[config.mk]
export PLATFORM = sky130hd
export DESIGN_NAME = adc_conversion_sequencer
export DESIGN_NICKNAME = d
export VERILOG_FILES = /design/src/logic/adc_seq_pkg.sv /design/src/logic/adc_conversion_sequencer.sv
export SDC_FILE = /design/constraint.sdc
export NUM_CORES = 1
export LEC_CHECK = 0
export CAP_MARGIN = 10
export CELL_PAD_IN_SITES_DETAIL_PLACEMENT = 0
export CELL_PAD_IN_SITES_GLOBAL_PLACEMENT = 1
export CORE_ASPECT_RATIO = 0.6
export CORE_MARGIN = 8
export CORE_UTILIZATION = 45
export CTS_CLUSTER_DIAMETER = 60
export CTS_CLUSTER_SIZE = 20
export DETAILED_ROUTE_END_ITERATION = 8
export DONT_BUFFER_PORTS = 1
export GPL_TIMING_DRIVEN = 0
export PLACE_DENSITY = 0.82
export REMOVE_ABC_BUFFERS = 1
export SYNTH_ARGS = -nofsm -noshare
export SYNTH_HDL_FRONTEND = slang
export SYNTH_SLANG_ARGS = --single-unit
[constraint.sdc]
create_clock -name MCLK_IN -period 2.2 [get_ports MCLK_IN]
set_input_delay 0.22 -clock MCLK_IN [delete_from_list [all_inputs] [get_ports MCLK_IN]]
set_output_delay 0.22 -clock MCLK_IN [all_outputs]
set_load 0.01 [all_outputs]
[src/logic/adc_seq_pkg.sv]
package adc_seq_pkg;

  // ----------------------------------------------------------------
  // Clocking and timing
  // ----------------------------------------------------------------
  localparam int CLK_PERIOD_NS = 8;
  localparam int CONV_TICKS = 13;
  localparam int EXT_ACQ_TICKS = 3;
  localparam int INT_CONV_TIME_NS = 3600;
  // Longest time: rounded down to whole cycles
  localparam int INT_TICK_CYCLES = INT_CONV_TIME_NS / (CONV_TICKS * CLK_PERIOD_NS);
  localparam int INT_ACQ_TIME_NS = 1000;
  // Least time: rounded up to whole cycles
  localparam int INT_ACQ_CYCLES = (INT_ACQ_TIME_NS + CLK_PERIOD_NS - 1) / CLK_PERIOD_NS;

  // ----------------------------------------------------------------
  // Widths
  // ----------------------------------------------------------------
  localparam int RESULT_W = 10;
  localparam int CTRL_W = 8;
  localparam int CNT_W = 8;
  localparam int TICK_W = 4;

  // ----------------------------------------------------------------
  // Control byte layout
  // ----------------------------------------------------------------
  localparam int POWER_MODE_HI_BIT = 7;
  localparam int POWER_MODE_LO_BIT = 6;
  localparam int ACQ_TIMING_BIT = 5;
  localparam int SINGLE_ENDED_BIT = 4;
  localparam int UNIPOLAR_BIT = 3;
  localparam int CHANNEL_ADDR_MSB = 2;
  localparam int CHANNEL_ADDR_LSB = 0;

  // Normal operation with external clock, unipolar, channel 0
  localparam logic [7:0] CTRL_RESET = 8'hc8;
  localparam logic [9:0] SAR_FIRST_TRIAL = 10'h200;
  localparam logic [9:0] RESULT_RESET = 10'h000;
  localparam logic [7:0] BYTE_ZERO = 8'h00;

  typedef enum logic [1:0] {
    ST_IDLE,
    ST_ACQ_INT,
    ST_ACQ_EXT,
    ST_CONV
  } seq_state_t;

endpackage : adc_seq_pkg

[src/logic/adc_conversion_sequencer.sv]
`timescale 1ns/10ps
// How it works
// A written control byte picks channel and polarity and starts the sequence.
// Write rising edge with chip select starts acquisition, or acquisition then conversion.
// Conversion lasts exactly 13 conversion clock ticks in every mode.
// A write during conversion aborts it and starts a new acquisition.
// Internal acquisition lasts three external ticks or about 1 us internal, then converts.
// Write with acquisition bit set acquires until the next write.
// Second write with acquisition bit clear starts conversion at write rising edge.
// Host keeps channel address identical on both external acquisition writes.
// Power mode bits may change on the second write without disturbing conversion.
// Host changes no other control bits on the second write.
// Completion interrupt goes low when conversion ends and result is ready.
// Interrupt returns high on first read or on a new write.
// Power-down codes keep the most recently requested clock mode.
// After reset the block runs in external clock mode.
// Both acquisition timings work with both clock sources.
// Bits 7..6: 00 full down, 01 standby, 10 internal clock, 11 external.
// Bit 5 clear gives internal acquisition, set gives host-timed acquisition.
// Bit 4 set selects single-ended, clear selects pseudo-differential input.
// Bit 3 clear selects bipolar, set selects unipolar range.
// Bits 2..0 form the channel address.
// Result is straight binary unipolar, two's complement bipolar.
// Low byte with byte select low; else top two bits, zero or sign filled.
// Chip select high ignores clock, write, read and floats the bus.
// Result is latched into a holding register before the interrupt falls.
module adc_conversion_sequencer #(
  parameter int INT_TICK_CYCLES = adc_seq_pkg::INT_TICK_CYCLES,
  parameter int INT_ACQ_CYCLES = adc_seq_pkg::INT_ACQ_CYCLES
) (
  input wire logic MCLK_IN,
  input wire logic ARST_N_IN,
  input wire logic CS_N_IN,
  input wire logic WR_N_IN,
  input wire logic RD_N_IN,
  input wire logic CONV_CLK_PIN_IN,
  input wire logic HIGH_BYTE_SELECT_IN,
  input wire logic [7:0] DATA_IN,
  input wire logic COMPARATOR_IN,
  output logic [7:0] DATA_OUT,
  output logic DATA_OE_N_OUT,
  output logic INT_N_OUT,
  output logic TRACK_OUT,
  output logic CONVERTING_OUT,
  output logic [9:0] DAC_CODE_OUT,
  output logic [2:0] CHANNEL_ADDR_OUT,
  output logic SINGLE_ENDED_OUT,
  output logic UNIPOLAR_OUT,
  output logic [1:0] POWER_MODE_OUT,
  output logic INTERNAL_CLOCK_OUT
);

  localparam logic [7:0] INT_TICK_LAST = 8'(INT_TICK_CYCLES - 1);
  localparam logic [7:0] INT_ACQ_LAST = 8'(INT_ACQ_CYCLES - 1);
  localparam logic [7:0] EXT_ACQ_LAST = 8'(adc_seq_pkg::EXT_ACQ_TICKS - 1);
  localparam logic [3:0] CONV_LAST = 4'(adc_seq_pkg::CONV_TICKS - 1);
  localparam logic [3:0] SAR_LAST = 4'(adc_seq_pkg::RESULT_W - 1);

  // ----------------------------------------------------------------
  // Functions
  // ----------------------------------------------------------------
  function automatic logic [7:0] bus_byte(input logic [9:0] res, input logic hi,
                                          input logic uni);
    logic [7:0] b;
    b = res[7:0];
    if (hi) begin
      b = {{6{res[9] & ~uni}}, res[9:8]};
    end
    return b;
  endfunction : bus_byte

  function automatic logic normal_mode(input logic [7:0] ctrl);
    return ctrl[adc_seq_pkg::POWER_MODE_HI_BIT];
  endfunction : normal_mode

  // ----------------------------------------------------------------
  // Pin edge detection
  // ----------------------------------------------------------------
  logic wr_n_prev_reg;
  logic conv_clk_prev_reg;
  logic rd_act_prev_reg;
  logic [7:0] int_div_reg;
  logic [7:0] int_div_next;
  logic write_strobe;
  logic ext_edge;
  logic read_start;
  logic rd_act;
  logic int_tick;

  assign rd_act = ~CS_N_IN & ~RD_N_IN;
  // Control byte is taken at the write rising edge, while chip select is low
  assign write_strobe = ~CS_N_IN & ~wr_n_prev_reg & WR_N_IN;
  assign ext_edge = ~CS_N_IN & ~conv_clk_prev_reg & CONV_CLK_PIN_IN;
  assign read_start = rd_act & ~rd_act_prev_reg;
  assign int_tick = (int_div_reg == INT_TICK_LAST);

  always_comb begin
    int_div_next = int_div_reg + 8'h01;
    if (int_tick) begin
      int_div_next = 8'h00;
    end
  end

  always_ff @(posedge MCLK_IN or negedge ARST_N_IN) begin
    if (!ARST_N_IN) begin
      wr_n_prev_reg <= 1'b1;
      conv_clk_prev_reg <= 1'b0;
      rd_act_prev_reg <= 1'b0;
      int_div_reg <= 8'h00;
    end else begin
      wr_n_prev_reg <= WR_N_IN;
      conv_clk_prev_reg <= CONV_CLK_PIN_IN;
      rd_act_prev_reg <= rd_act;
      int_div_reg <= int_div_next;
    end
  end

  // ----------------------------------------------------------------
  // Sequencer
  // ----------------------------------------------------------------
  adc_seq_pkg::seq_state_t state_reg;
  adc_seq_pkg::seq_state_t state_next;
  logic [7:0] ctrl_reg;
  logic [7:0] ctrl_next;
  logic ext_clk_reg;
  logic ext_clk_next;
  logic [7:0] acq_cnt_reg;
  logic [7:0] acq_cnt_next;
  logic [3:0] tick_cnt_reg;
  logic [3:0] tick_cnt_next;
  logic [9:0] sar_reg;
  logic [9:0] sar_next;
  logic [9:0] result_reg;
  logic [9:0] result_next;
  logic int_n_reg;
  logic int_n_next;
  logic int_clk_reg;
  logic int_clk_next;
  logic conv_tick;
  logic acq_step;
  logic [7:0] acq_last;
  logic conv_done;
  logic [3:0] sar_bit;

  // Either source drives the same counters, so all four mode pairs work
  assign conv_tick = ext_clk_reg ? ext_edge : int_tick;
  assign acq_step = ext_clk_reg ? ext_edge : 1'b1;
  assign acq_last = ext_clk_reg ? EXT_ACQ_LAST : INT_ACQ_LAST;
  assign conv_done = (state_reg == adc_seq_pkg::ST_CONV) & conv_tick &
                     (tick_cnt_reg == CONV_LAST) & ~write_strobe;
  assign sar_bit = SAR_LAST - tick_cnt_reg;

  always_comb begin
    state_next = state_reg;
    ctrl_next = ctrl_reg;
    ext_clk_next = ext_clk_reg;
    acq_cnt_next = acq_cnt_reg;
    tick_cnt_next = tick_cnt_reg;
    sar_next = sar_reg;
    result_next = result_reg;
    int_n_next = int_n_reg;
    if (read_start) begin
      int_n_next = 1'b1;
    end
    if (write_strobe) begin
      ctrl_next = DATA_IN;
      int_n_next = 1'b1;
      if (DATA_IN[adc_seq_pkg::POWER_MODE_HI_BIT]) begin
        ext_clk_next = DATA_IN[adc_seq_pkg::POWER_MODE_LO_BIT];
      end
      // Power-down codes leave the clock source as it was
      if ((state_reg == adc_seq_pkg::ST_ACQ_EXT) &&
          !DATA_IN[adc_seq_pkg::ACQ_TIMING_BIT]) begin
        // Second write converts even if it also changes the power bits
        state_next = adc_seq_pkg::ST_CONV;
        tick_cnt_next = 4'h0;
        sar_next = adc_seq_pkg::SAR_FIRST_TRIAL;
      end else if (normal_mode(DATA_IN)) begin
        acq_cnt_next = 8'h00;
        if (DATA_IN[adc_seq_pkg::ACQ_TIMING_BIT]) begin
          state_next = adc_seq_pkg::ST_ACQ_EXT;
        end else begin
          state_next = adc_seq_pkg::ST_ACQ_INT;
        end
      end else begin
        state_next = adc_seq_pkg::ST_IDLE;
      end
    end else begin
      unique case (state_reg)
        adc_seq_pkg::ST_IDLE: begin
        end
        adc_seq_pkg::ST_ACQ_EXT: begin
        end
        adc_seq_pkg::ST_ACQ_INT: begin
          if (acq_step) begin
            acq_cnt_next = acq_cnt_reg + 8'h01;
            if (acq_cnt_reg == acq_last) begin
              state_next = adc_seq_pkg::ST_CONV;
              tick_cnt_next = 4'h0;
              sar_next = adc_seq_pkg::SAR_FIRST_TRIAL;
            end
          end
        end
        adc_seq_pkg::ST_CONV: begin
          if (conv_tick) begin
            tick_cnt_next = tick_cnt_reg + 4'h1;
            if (tick_cnt_reg <= SAR_LAST) begin
              sar_next[sar_bit] = COMPARATOR_IN;
              if (sar_bit != 4'h0) begin
                sar_next[sar_bit - 4'h1] = 1'b1;
              end
            end
            if (tick_cnt_reg == CONV_LAST) begin
              // Bipolar only: offset code to two's complement by flipping the sign bit
              result_next = {sar_reg[9] ^ ~ctrl_reg[adc_seq_pkg::UNIPOLAR_BIT],
                             sar_reg[8:0]};
              int_n_next = 1'b0;
              state_next = adc_seq_pkg::ST_IDLE;
            end
          end
        end
      endcase
    end
    // Own flop so the clock mode pin comes straight from a register
    int_clk_next = ~ext_clk_next;
  end

  always_ff @(posedge MCLK_IN or negedge ARST_N_IN) begin
    if (!ARST_N_IN) begin
      state_reg <= adc_seq_pkg::ST_IDLE;
      ctrl_reg <= adc_seq_pkg::CTRL_RESET;
      ext_clk_reg <= 1'b1;
      acq_cnt_reg <= 8'h00;
      tick_cnt_reg <= 4'h0;
      sar_reg <= adc_seq_pkg::RESULT_RESET;
      result_reg <= adc_seq_pkg::RESULT_RESET;
      int_n_reg <= 1'b1;
      int_clk_reg <= 1'b0;
    end else begin
      state_reg <= state_next;
      ctrl_reg <= ctrl_next;
      ext_clk_reg <= ext_clk_next;
      acq_cnt_reg <= acq_cnt_next;
      tick_cnt_reg <= tick_cnt_next;
      sar_reg <= sar_next;
      result_reg <= result_next;
      int_n_reg <= int_n_next;
      int_clk_reg <= int_clk_next;
    end
  end

  // ----------------------------------------------------------------
  // Read port and status outputs
  // ----------------------------------------------------------------
  logic [7:0] data_reg;
  logic [7:0] data_next;
  logic oe_n_reg;
  logic oe_n_next;
  logic track_reg;
  logic track_next;
  logic conv_reg;
  logic conv_next;

  always_comb begin
    data_next = data_reg;
    oe_n_next = 1'b1;
    if (rd_act) begin
      data_next = bus_byte(result_reg, HIGH_BYTE_SELECT_IN,
                           ctrl_reg[adc_seq_pkg::UNIPOLAR_BIT]);
      oe_n_next = 1'b0;
    end
    track_next = (state_next == adc_seq_pkg::ST_ACQ_INT) ||
                 (state_next == adc_seq_pkg::ST_ACQ_EXT);
    conv_next = (state_next == adc_seq_pkg::ST_CONV);
  end

  always_ff @(posedge MCLK_IN or negedge ARST_N_IN) begin
    if (!ARST_N_IN) begin
      data_reg <= adc_seq_pkg::BYTE_ZERO;
      oe_n_reg <= 1'b1;
      track_reg <= 1'b0;
      conv_reg <= 1'b0;
    end else begin
      data_reg <= data_next;
      oe_n_reg <= oe_n_next;
      track_reg <= track_next;
      conv_reg <= conv_next;
    end
  end

  assign DATA_OUT = data_reg;
  assign DATA_OE_N_OUT = oe_n_reg;
  assign INT_N_OUT = int_n_reg;
  assign TRACK_OUT = track_reg;
  assign CONVERTING_OUT = conv_reg;
  assign DAC_CODE_OUT = sar_reg;
  assign CHANNEL_ADDR_OUT = ctrl_reg[adc_seq_pkg::CHANNEL_ADDR_MSB:adc_seq_pkg::CHANNEL_ADDR_LSB];
  assign SINGLE_ENDED_OUT = ctrl_reg[adc_seq_pkg::SINGLE_ENDED_BIT];
  assign UNIPOLAR_OUT = ctrl_reg[adc_seq_pkg::UNIPOLAR_BIT];
  assign POWER_MODE_OUT = ctrl_reg[adc_seq_pkg::POWER_MODE_HI_BIT:adc_seq_pkg::POWER_MODE_LO_BIT];
  assign INTERNAL_CLOCK_OUT = int_clk_reg;
endmodule : adc_conversion_sequencer

# == Word level (Yosys, flattened, before mapping) ==
# Index checks and enable logic that the tools add are counted.
# classes
eq_ne,16
mux,46
n_reduce_logical,13
n_lt_le_gt_ge,5
n_bitwise,17
shift,0
div_mod_pow,0
multipliers,0
add_sub_neg,5
# ops
op,n
$mux 10,7
$mux 8,7
$mux 4,5
$pmux 10 s2,1
$add 8x1->8 const B,2
$mux 2,8
$mux 1,12
$bwmux 10,1
$lt 4x5->1 const B,2
$or 10x10->10,1
$ne 3x3->1 const B,3
$demux 1 s4,2
$eq 2x2->1 const B,4
$eq 8x6->1 const B,1
$eq 8x7->1,1
$ge 4x1->1 const B,2
$not 1->1,8
$pmux 4 s2,1
$reduce_and 4->1,2
$and 1x1->1,7
$mux 7,1
$reduce_and 6->1,1
$reduce_and 5->1,1
$add 4x1->4 const B,1
16 further kinds,21
# word_totals
inputBits,16
memories,0
regBits,67
mem_bits_ro,0
latch_bits,0
out_inout_bits,30
ram_bits,0

# == Longest topological paths before layout ==
# Gate-level depths: netlist of run 1.
# depth
word_depth,12
ltp_mapped,8
depth_no_buf,7

# == Least setup slack after synthesis of run 1 ==
# Ideal clock, no wire load.
# synth_path
path_type,register -> register
start,reg acq_cnt_reg[3]
end,"reg sar_reg[0], in the netlist DAC_CODE_OUT[0]"
t_arrival_ns,1.931
stages_incl_launch_ff,6
n_path_buf,0
setup_slack_ns,0.144
required_ns,2.075
path_cell_list,dfrtp_1 > nand3_2 > or4_4 > a2111oi_4 > o21ai_4 > mux2_4
# synth_between
elab_chain_len,3
# synth_lines
element,line,text
start: declaration,adc_conversion_sequencer.sv:127,logic [7:0] acq_cnt_reg;
start signal: assignment,adc_conversion_sequencer.sv:243,acq_cnt_reg <= acq_cnt_next;
$eq 8x7->1,adc_conversion_sequencer.sv:197,if (acq_cnt_reg == acq_last) begin
$ne 3x3->1 (no source line),--,
$reduce_and 6->1 (no source line),--,
end signal: assignment,adc_conversion_sequencer.sv:235,sar_reg <= adc_seq_pkg::RESULT_RESET;
end signal: assignment,adc_conversion_sequencer.sv:245,sar_reg <= sar_next;
end: declaration,adc_conversion_sequencer.sv:131,logic [9:0] sar_reg;
# No other way between the ends.
# A chain may end at the register's enable or synchronous reset.

# == Worst setup path after layout of run 1 ==
# layout_path
start,reg acq_cnt_reg[4]
end,"reg sar_reg[2], in the netlist DAC_CODE_OUT[2]"
# Same word-level chain as after synthesis.

==> flow_metrics.tcl, run 1 <==
set metrics [dict create \
    arrival_ns 2.37 \
    hold_path_startpoint "DATA_IN[2]" \
    drt_pass1_iterations 5 \
    finalPower_mw 3.44 \
    antenna_cells 0 \
    cap_violations 0 \
    finalSetupViolCount 0 \
    cts_root_buffer "clkbuf_16" \
    hold_path_depth 2 \
    area_growth_pct 21.1 \
    drtIter0Drc 279 \
    reg2reg_depth 6 \
    seq_area_frac_synth 0.497 \
    ys_warn_count 0 \
    routed_wl_mm 7.44 \
    synthCells 316 \
    num_io_pins 46 \
    worst_slack_ns 0.0477 \
    critical_path_class "flop to flop" \
    crit_path_start_kind "flop" \
    drc 0 \
    vias_per_cell 5.49 \
    grt_pass1_wl_mm 12.1 \
    setup_tns_ns 0 \
    whs_ns 0.00924 \
    fin_crit_sh 0.978 \
    synth_edf_count 0 \
    clk_latency_ns 0.33 \
    cts_buffer_depth 2 \
    final_common_cell "dfrtp_1" \
    ir_drop_v 0.000368 \
    drive_gt1_frac 0.222 \
    start_util 0.462 \
    cts_tree "yes" \
    cts-buffers-inserted 9 \
    final_max_slew_viol_count 0 \
    r2r_start "acq_cnt_reg[4]" \
    fmaxAchievable_mhz 465 \
    dieArea_sq_um 10500 \
    rrSetupSlack_ns 0.05 \
    grtUsageTotal 0.149 \
    cts_max_level 3 \
    ant_nets 0 \
    hold_path_class "input port to flop" \
    skew_ns 0.00365 \
    wl_per_cell_um 16.7 \
    clkSinkCount 66 \
    overflow 0 \
    layout_common_cells "57 x dfrtp_1, 40 x nand2_1, 25 x nor2_1, 19 x a21oi_1, 16 x nand3_1" \
    place_hpwl_mm 5.03 \
    portBuffers 0 \
    dr_total_vias 2449 \
    final_util 0.559 \
    synth-async-reset-ratio 1.00 \
    synth_seq_cells 66 \
    place_ws_ns -0.365 \
    clk_pin_slew_ns 0.06 \
    p_per_area_nw_per_um2 850 \
    rows 24 \
    place_congestion 0.876 \
    antenna_found_initial 0 \
    fp.dieH_um 82.7 \
    grt_max_degree 67 \
    regToRegEndpoint "DAC_CODE_OUT[2]" \
    hold_end "ctrl_reg[2]" \
    worst_pin_slew_ns 0.693 \
    leakagePower_nw 1.83 \
    hold_viol_final 0 \
    nNetsFinal 364 \
    worstPathRequired_ns 2.41 \
    relSlewSlack 0.537 \
    synth_cell_type_count 45 \
    end_kind "flop" \
    crit_start "acq_cnt_reg[4]" \
    fin_area_sq_um 4050 \
    yosys_most_used_dff "dfrtp_1" \
    stdcell_count 446 \
    finalCriticalPeriod_ns 2.15 \
    grt_pass1_vias 2326 \
    placed_cell_area_sq_um 3440 \
    cp_max_fo 8 \
    placed_cells 411 \
    synth_area_per_cell_sq_um 10.6 \
    die_x_um 127 \
    core_area_sq_um 7240 \
    synth_area_sq_um 3340 \
    outcome "finished, final reports clean" \
]
-- logic make-up after synthesis --
kind of cell / Yosys count / share of synthesized area
and+or+nand+nor: 119 / 0.176
DFF: 66 / 0.497
AOI/OAI and AO/OA: 54 / 0.115
muxes: 31 / 0.109
buffers and inverters: 20 / 0.0228
xor gates and xnor gates: 15 / 0.0393
adders and majority gates: 11 / 0.0412
-- Yosys cell counts, types with 2 or more instances --
cell type | count | area (sq um)
o21ai_0 | 15 | 75.1
and3_1 | 6 | 37.5
mux2i_1 | 10 | 100
a21oi_1 | 19 | 95.1
nor3b_1 | 4 | 30.0
nor4b_1 | 2 | 17.5
nand2_1 | 40 | 150
nand3b_1 | 5 | 37.5
nor2b_1 | 3 | 18.8
ha_1 | 11 | 138
inv_1 | 10 | 37.5
nand3_1 | 17 | 85.1
dfstp_2 | 7 | 184
dfrtp_1 | 59 | 1480
clkbuf_1 | 9 | 33.8
nand2b_1 | 2 | 12.5
a221o_2 | 2 | 22.5
xor2_1 | 6 | 52.6
xnor2_1 | 9 | 78.8
nand4_1 | 3 | 18.8
o2bb2ai_1 | 5 | 43.8
nor4_1 | 2 | 12.5
or3b_2 | 2 | 17.5
mux2_2 | 14 | 158
mux2_4 | 7 | 105
nor3_1 | 4 | 20.0
nor2_1 | 25 | 93.8
-- how the worst max path moves through the flow --
stage                       to  slack [ns]  depth (start not counted)
2_1_floorplan    result_reg[0]       -0.20                          4
3_3_place_gp     result_reg[9]       -0.84                          4
3_5_place_dp     result_reg[3]       -0.36                          4
4_1_cts        DAC_CODE_OUT[2]       0.003                          6
5_1_grt        DAC_CODE_OUT[3]       -0.01                          6
6_report       DAC_CODE_OUT[2]        0.05                          6
-- critical path: stages, from the launching register on --
cell and delay [ns]:
dfrtp_1 0.40, nand3_2 0.12, or4_4 0.50, a2111oi_4 0.34, buf_4 0.20, o21ai_4 0.14, mux2_4 0.33
-- final cells by class --
| type | count | area [sq um] |
|---|---|---|
| Clock buffer | 9 | 225 |
| Clock inverter | 7 | 101 |
| Fill cell | 601 | 3190 |
| Inverter | 10 | 37.5 |
| Multi-Input combinational cell | 230 | 1670 |
| Sequential cell | 66 | 1660 |
| Tap cell | 104 | 130 |
| Timing Repair Buffer | 20 | 220 |
-- power breakdown --
group / switching, mW / total, mW / internal [mW]
combinational: 0.233 / 0.417 / 0.184
clock: 0.559 / 1.56 / 1.00
sequential: 0.143 / 1.46 / 1.32
total: 0.935 / 3.44 / 2.50
-- layer usage --
| layer | GRT usage | part of all wire | vias up |
|---|---|---|---|
| met2 | 0.219 | 0.43 | 81 |
| met3 | 0.0596 | 0.078 | 7 |
| met5 | 0 | 0 | - |
| li1 | - | - | 1163 |
| met4 | 0.0495 | 0.0094 | 0 |
| met1 | 0.198 | 0.48 | 1198 |
-- repair_timing --
item	4_1_cts	5_1_grt
hold buffers	11	0
setup buffers	2	6
resized for setup	6	7
endpoints found under the setup margin	25	24
hold endpoints to repair	75	0
pin swaps	2	3
Power figures use the tool's default switching activity.
==> run 2: changes to the inputs <==
--- a/config.mk
+++ b/config.mk
@@ -9,7 +9,6 @@
 export CELL_PAD_IN_SITES_DETAIL_PLACEMENT = 0
 export CELL_PAD_IN_SITES_GLOBAL_PLACEMENT = 1
 export CORE_ASPECT_RATIO = 0.6
-export CORE_MARGIN = 8
 export CORE_UTILIZATION = 45
 export CTS_CLUSTER_DIAMETER = 60
 export CTS_CLUSTER_SIZE = 20
@@ -18,6 +17,7 @@
 export GPL_TIMING_DRIVEN = 0
 export PLACE_DENSITY = 0.82
 export REMOVE_ABC_BUFFERS = 1
+export SETUP_SLACK_MARGIN = 0.4
 export SYNTH_ARGS = -nofsm -noshare
 export SYNTH_HDL_FRONTEND = slang
 export SYNTH_SLANG_ARGS = --single-unit
==> flow_metrics.tcl, run 2 (synthesis gave the netlist of run 1 again) <==
set metrics [dict create \
    p_int_mw 2.57 \
    leakagePower_nw 1.89 \
    fin_area_sq_um 4240 \
    setup_tns_ns 0 \
    critical_path_class "flop to flop" \
    overflow 0 \
    final_max_slew_viol_count 0 \
    drt_pass1_iterations 4 \
    p_sw_uw 923 \
    dieArea_sq_um 7780 \
    cap_violations 0 \
    hold_path_depth 1 \
    drive_gt1_frac 0.260 \
    path_cells "nand2_1 -> or4_4 -> a2111oi_4 -> buf_4 -> o21ai_4 -> mux2_4" \
    cp_num_buf_inv 1 \
    layout.area.seq_sq_um 1660 \
    cp_top_family "simple AND/OR/NAND/NOR gates" \
    nNetsFinal 372 \
    die_x_um 113 \
    combPwrFrac 0.141 \
    drc 0 \
    cp_max_fo 8 \
    rows 23 \
    antenna_cells 0 \
    core_area_sq_um 6910 \
    rrSetupSlack_ns 0.16 \
    clkSinkCount 66 \
    layout_common_cells "58 x dfrtp_1, 40 x nand2_1, 25 x nor2_1, 19 x a21oi_1, 17 x mux2_4" \
    start_util 0.484 \
    hold_viol_final 0 \
    dr_total_vias 2451 \
    antenna_found_initial 0 \
    cts_root_buffer "clkbuf_16" \
    fill_cells 536 \
    clk_pin_slew_ns 0.06 \
    reg2reg_depth 6 \
    grt_max_degree 67 \
    fp.dieH_um 68.7 \
    area_growth_pct 26.9 \
    final_common_cell "dfrtp_1" \
    rsz0062_at_grt "yes" \
    finalCriticalPeriod_ns 2.04 \
    routed_wl_mm 7.44 \
    ir_drop_v 0.000388 \
    grt_pass1_wl_mm 12.1 \
    clk_latency_ns 0.34 \
    outcome "finished, final reports clean" \
    ant_nets 0 \
    worstPathRequired_ns 2.41 \
    whs_ns 0.0423 \
    placed_cells 394 \
    place_congestion 0.838 \
    hold_path_class "input port to flop" \
    worst-path-stages 6 \
    wl_per_cell_um 17.0 \
    skew_ns 0.0129 \
    place_hpwl_mm 4.72 \
    p_per_area_nw_per_um2 824 \
    vias_per_cell 5.61 \
    sw_frac_of_total 0.264 \
    cpPeakStageDelay_ns 0.49 \
    portBuffers 0 \
    drtIter0Drc 230 \
    fin_crit_sh 0.927 \
    num_io_pins 46 \
    worst_pin_slew_ns 0.750 \
    placed_cell_area_sq_um 3420 \
    multiInputGateArea_sq_um 1820 \
    grtUsageTotal 0.210 \
    fmaxAchievable_mhz 490 \
    arrival_ns 2.25 \
    stdcell_count 437 \
    relSlewSlack 0.499 \
    finalSetupViolCount 0 \
    crit_path_start_kind "flop" \
    cts_max_level 3 \
    final_util 0.614 \
    cts_buffer_depth 2 \
    crit_slowest_cell "or4_4" \
    end_kind "flop" \
    grt_pass1_vias 2369 \
    clkPwrFrac 0.445 \
    cts_tree "yes" \
    cts-buffers-inserted 9 \
    p_seq_frac 0.414 \
]
run 2: cell count changes in the layout (fill, tap and decap cells not counted), moves of 2 or more:
| cell | previous run | this run |
|---|---|---|
| mux2_2 | 14 | 4 |
| mux2_4 | 7 | 17 |
| buf_4 | 7 | 13 |
| ha_4 | 0 | 3 |
| o2bb2ai_1 | 5 | 2 |
| buf_6 | 0 | 2 |
| ha_1 | 10 | 8 |
| nor2b_2 | 2 | 0 |
| o2bb2ai_4 | 0 | 2 |
run 2: routing by layer:
metal | up-vias | part of all wire | global-route usage
met2 | 74 | 0.44 | 0.310
met4 | 0 | 0.0047 | 0.0822
li1 | 1182 | - | -
met3 | 2 | 0.063 | 0.0586
met5 | - | 0 | 0
met1 | 1193 | 0.49 | 0.294
run 2: area by class of cell:
cell class | instances | area share
clock inverter | 6 | 0.0210
timing repair buffer | 28 | 0.0655
sequential | 66 | 0.392
tap | 87 | 0.0257
inverter | 10 | 0.00886
clock buffer | 10 | 0.0564
multi-input combinational | 230 | 0.430
run 2: worst paths after layout:
kind	startpoint	end
setup / recovery	acq_cnt_reg[2]	DAC_CODE_OUT[7]
hold / removal	DATA_IN[5]	flop
max in group asynchronous	ARST_N_IN	DATA_OE_N_OUT
setup reg to reg	acq_cnt_reg[2]	DAC_CODE_OUT[7]
hold reg to reg	int_div_reg[0]	int_div_reg[0]
min in group asynchronous	ARST_N_IN	acq_cnt_reg[0]
run 2: worst reg2reg max path: stages (launching register included):
cell and delay, ns:
dfrtp_1 0.39, nand2_1 0.09, or4_4 0.49, a2111oi_4 0.29, buf_4 0.19, o21ai_4 0.14
mux2_4 0.33
run 2: timing repair:
item                                   4_1_cts  5_1_grt
endpoints found under the hold margin       76        0
gates resized for setup                     35        7
setup buffers                               14        1
setup endpoints to repair                   38       26
hold buffers                                12        0
pin swaps                                    7        7
run 2: power by group through the flow:
stage	logic [mW]	registers [mW]	clock network (mW)
after floorplan	0.278	1.44	0
after global routing	0.544	1.47	1.64
after CTS	0.481	1.44	1.59
final	0.493	1.45	1.55
after detailed placement	0.346	1.47	0
after global placement	0.331	1.47	0
run 2: per-stage QoR:
step | setup slack, ns | power, mW
final | 0.160 | 3.49
after global routing | 0.0553 | 3.65
after CTS | 0.130 | 3.51
after detailed placement | -0.402 | 1.82
after global placement | -0.884 | 1.80
after floorplan | -0.205 | 1.72
==> run 3: changes to the inputs <==
--- a/config.mk
+++ b/config.mk
@@ -10,6 +10,7 @@
 export CELL_PAD_IN_SITES_GLOBAL_PLACEMENT = 1
 export CORE_ASPECT_RATIO = 0.6
 export CORE_UTILIZATION = 45
+export CTS_BUF_LIST = sky130_fd_sc_hd__clkbuf_8
 export CTS_CLUSTER_DIAMETER = 60
 export CTS_CLUSTER_SIZE = 20
 export DETAILED_ROUTE_END_ITERATION = 8
==> flow_metrics.tcl, run 3 (synthesis gave the netlist of run 1 again) <==
set metrics [dict create \
    skew_ns 0.0103 \
    fp.dieH_um 68.7 \
    cp_max_fo 5 \
    dieArea_sq_um 7780 \
    end_kind "flop" \
    cp-endpoint "DAC_CODE_OUT[7]" \
    worst_pin_slew_ns 0.718 \
    stdcell_count 448 \
    ir_drop_v 0.000314 \
    drt_pass1_iterations 4 \
    leakagePower_nw 1.89 \
    finalSetupViolCount 0 \
    rrSetupSlack_ns 0.17 \
    wl_per_cell_um 17.5 \
    start_util 0.484 \
    cts-buffers-inserted 9 \
    layout.area.seq_sq_um 1670 \
    clk_pin_slew_ns 0.08 \
    place_ws_ns -0.402 \
    overflow 0 \
    vias_per_cell 5.73 \
    place_hpwl_mm 4.72 \
    nNetsFinal 383 \
    placed_cells 394 \
    p_per_area_nw_per_um2 740 \
    finalCriticalPeriod_ns 2.03 \
    cts_max_level 3 \
    reg2reg_depth 6 \
    crit_start "acq_cnt_reg[6]" \
    drc 0 \
    fill_cells 542 \
    area_growth_pct 27.0 \
    num_io_pins 46 \
    outcome "finished, final reports clean" \
    worst_slack_ns 0.165 \
    final_common_cell "dfrtp_1" \
    routed_wl_mm 7.85 \
    fin_crit_sh 0.925 \
    portBuffers 0 \
    cts_buffer_depth 2 \
    rows 23 \
    cts_tree "yes" \
    grt_pass1_vias 2430 \
    clkSinkCount 66 \
    core_area_sq_um 6910 \
    cts_root_buffer "clkbuf_8" \
    dr_total_vias 2568 \
    regToRegEndpoint "DAC_CODE_OUT[7]" \
    rsz0062_at_grt "yes" \
    antenna_found_initial 0 \
    multiInputGateArea_sq_um 1860 \
    crit_path_start_kind "flop" \
    cap_violations 0 \
    hold_viol_final 0 \
    hold_path_class "input port to flop" \
    grt_max_degree 67 \
    layout_common_cells "54 x dfrtp_1, 39 x nand2_1, 23 x nor2_1, 20 x buf_4" \
    clk_latency_ns 0.36 \
    relSlewSlack 0.520 \
    ant_nets 0 \
    grt_pass1_wl_mm 12.3 \
    arrival_ns 2.28 \
    antenna_cells 0 \
    critical_path_class "flop to flop" \
    fmaxAchievable_mhz 491 \
    drtIter0Drc 174 \
    grtUsageTotal 0.216 \
    r2r_start "acq_cnt_reg[6]" \
    drive_gt1_frac 0.310 \
    worstPathRequired_ns 2.44 \
    final_max_slew_viol_count 0 \
    die_x_um 113 \
    whs_ns 0.0660 \
    place_congestion 0.838 \
]
[run 3: layout make-up]
class / instances / share of cell area
multi-input cells: 232 / 0.439
flip-flops and latches: 66 / 0.393
repair buffers: 37 / 0.0808
clock buffers: 10 / 0.0324
well taps: 87 / 0.0257
clock inverters: 6 / 0.0209
inverters: 10 / 0.00885
[run 3: critical path, cell delays in order (launching register included)]
cell,delay [ns]
dfrtp_1,0.41
nand2_2,0.08
or4_4,0.49
a2111oi_4,0.31
buf_6,0.19
o21ai_4,0.11
mux2_4,0.32
[run 3: how the worst min path moves through the flow]
stage,start,to,slack [ns],cells past startpoint
floorplan,ARST_N_IN,CONVERTING_OUT,-0.08,0
global placement,ARST_N_IN,acq_cnt_reg[2],-0.07,0
detailed placement,ARST_N_IN,acq_cnt_reg[2],-0.07,0
CTS,DATA_IN[5],state_reg[0],0.04,1
global route,DATA_IN[5],state_reg[0],0.05,1
finish,DATA_IN[5],state_reg[0],0.07,1
[run 3: per-layer routing]
metal / track usage / routed length [um] / vias up
met4: 0.107 / 237 / 0
li1: - / - / 1205
met2: 0.313 / 3360 / 82
met3: 0.0717 / 522 / 22
met1: 0.292 / 3730 / 1259
met5: 0 / 0 / -
[run 3: timing repair]
item | CTS | global route
endpoints found under the hold margin | 78 | 0
gates resized for setup | 45 | 10
setup buffers | 16 | 7
hold buffers | 13 | 0
pin swaps | 12 | 7
gates cloned | 1 | 1
endpoints found under the setup margin | 38 | 26
[run 3: where the power goes]
part / switching (mW) / internal [mW]
sequential: 0.130 / 1.32
combinational: 0.290 / 0.240
clock: 0.492 / 0.670
[run 3: per-stage QoR]
step,TNS [ns],total power [mW],area (sq um),utilization
2_1_floorplan,-2.26,1.72,3300,-
3_5_place_dp,-5.68,1.82,3420,0.496
3_3_place_gp,-19.18,1.80,3410,0.494
4_1_cts,0,3.14,4140,0.600
6_report,0,3.14,4240,0.614
5_1_grt,0,3.29,4240,0.614
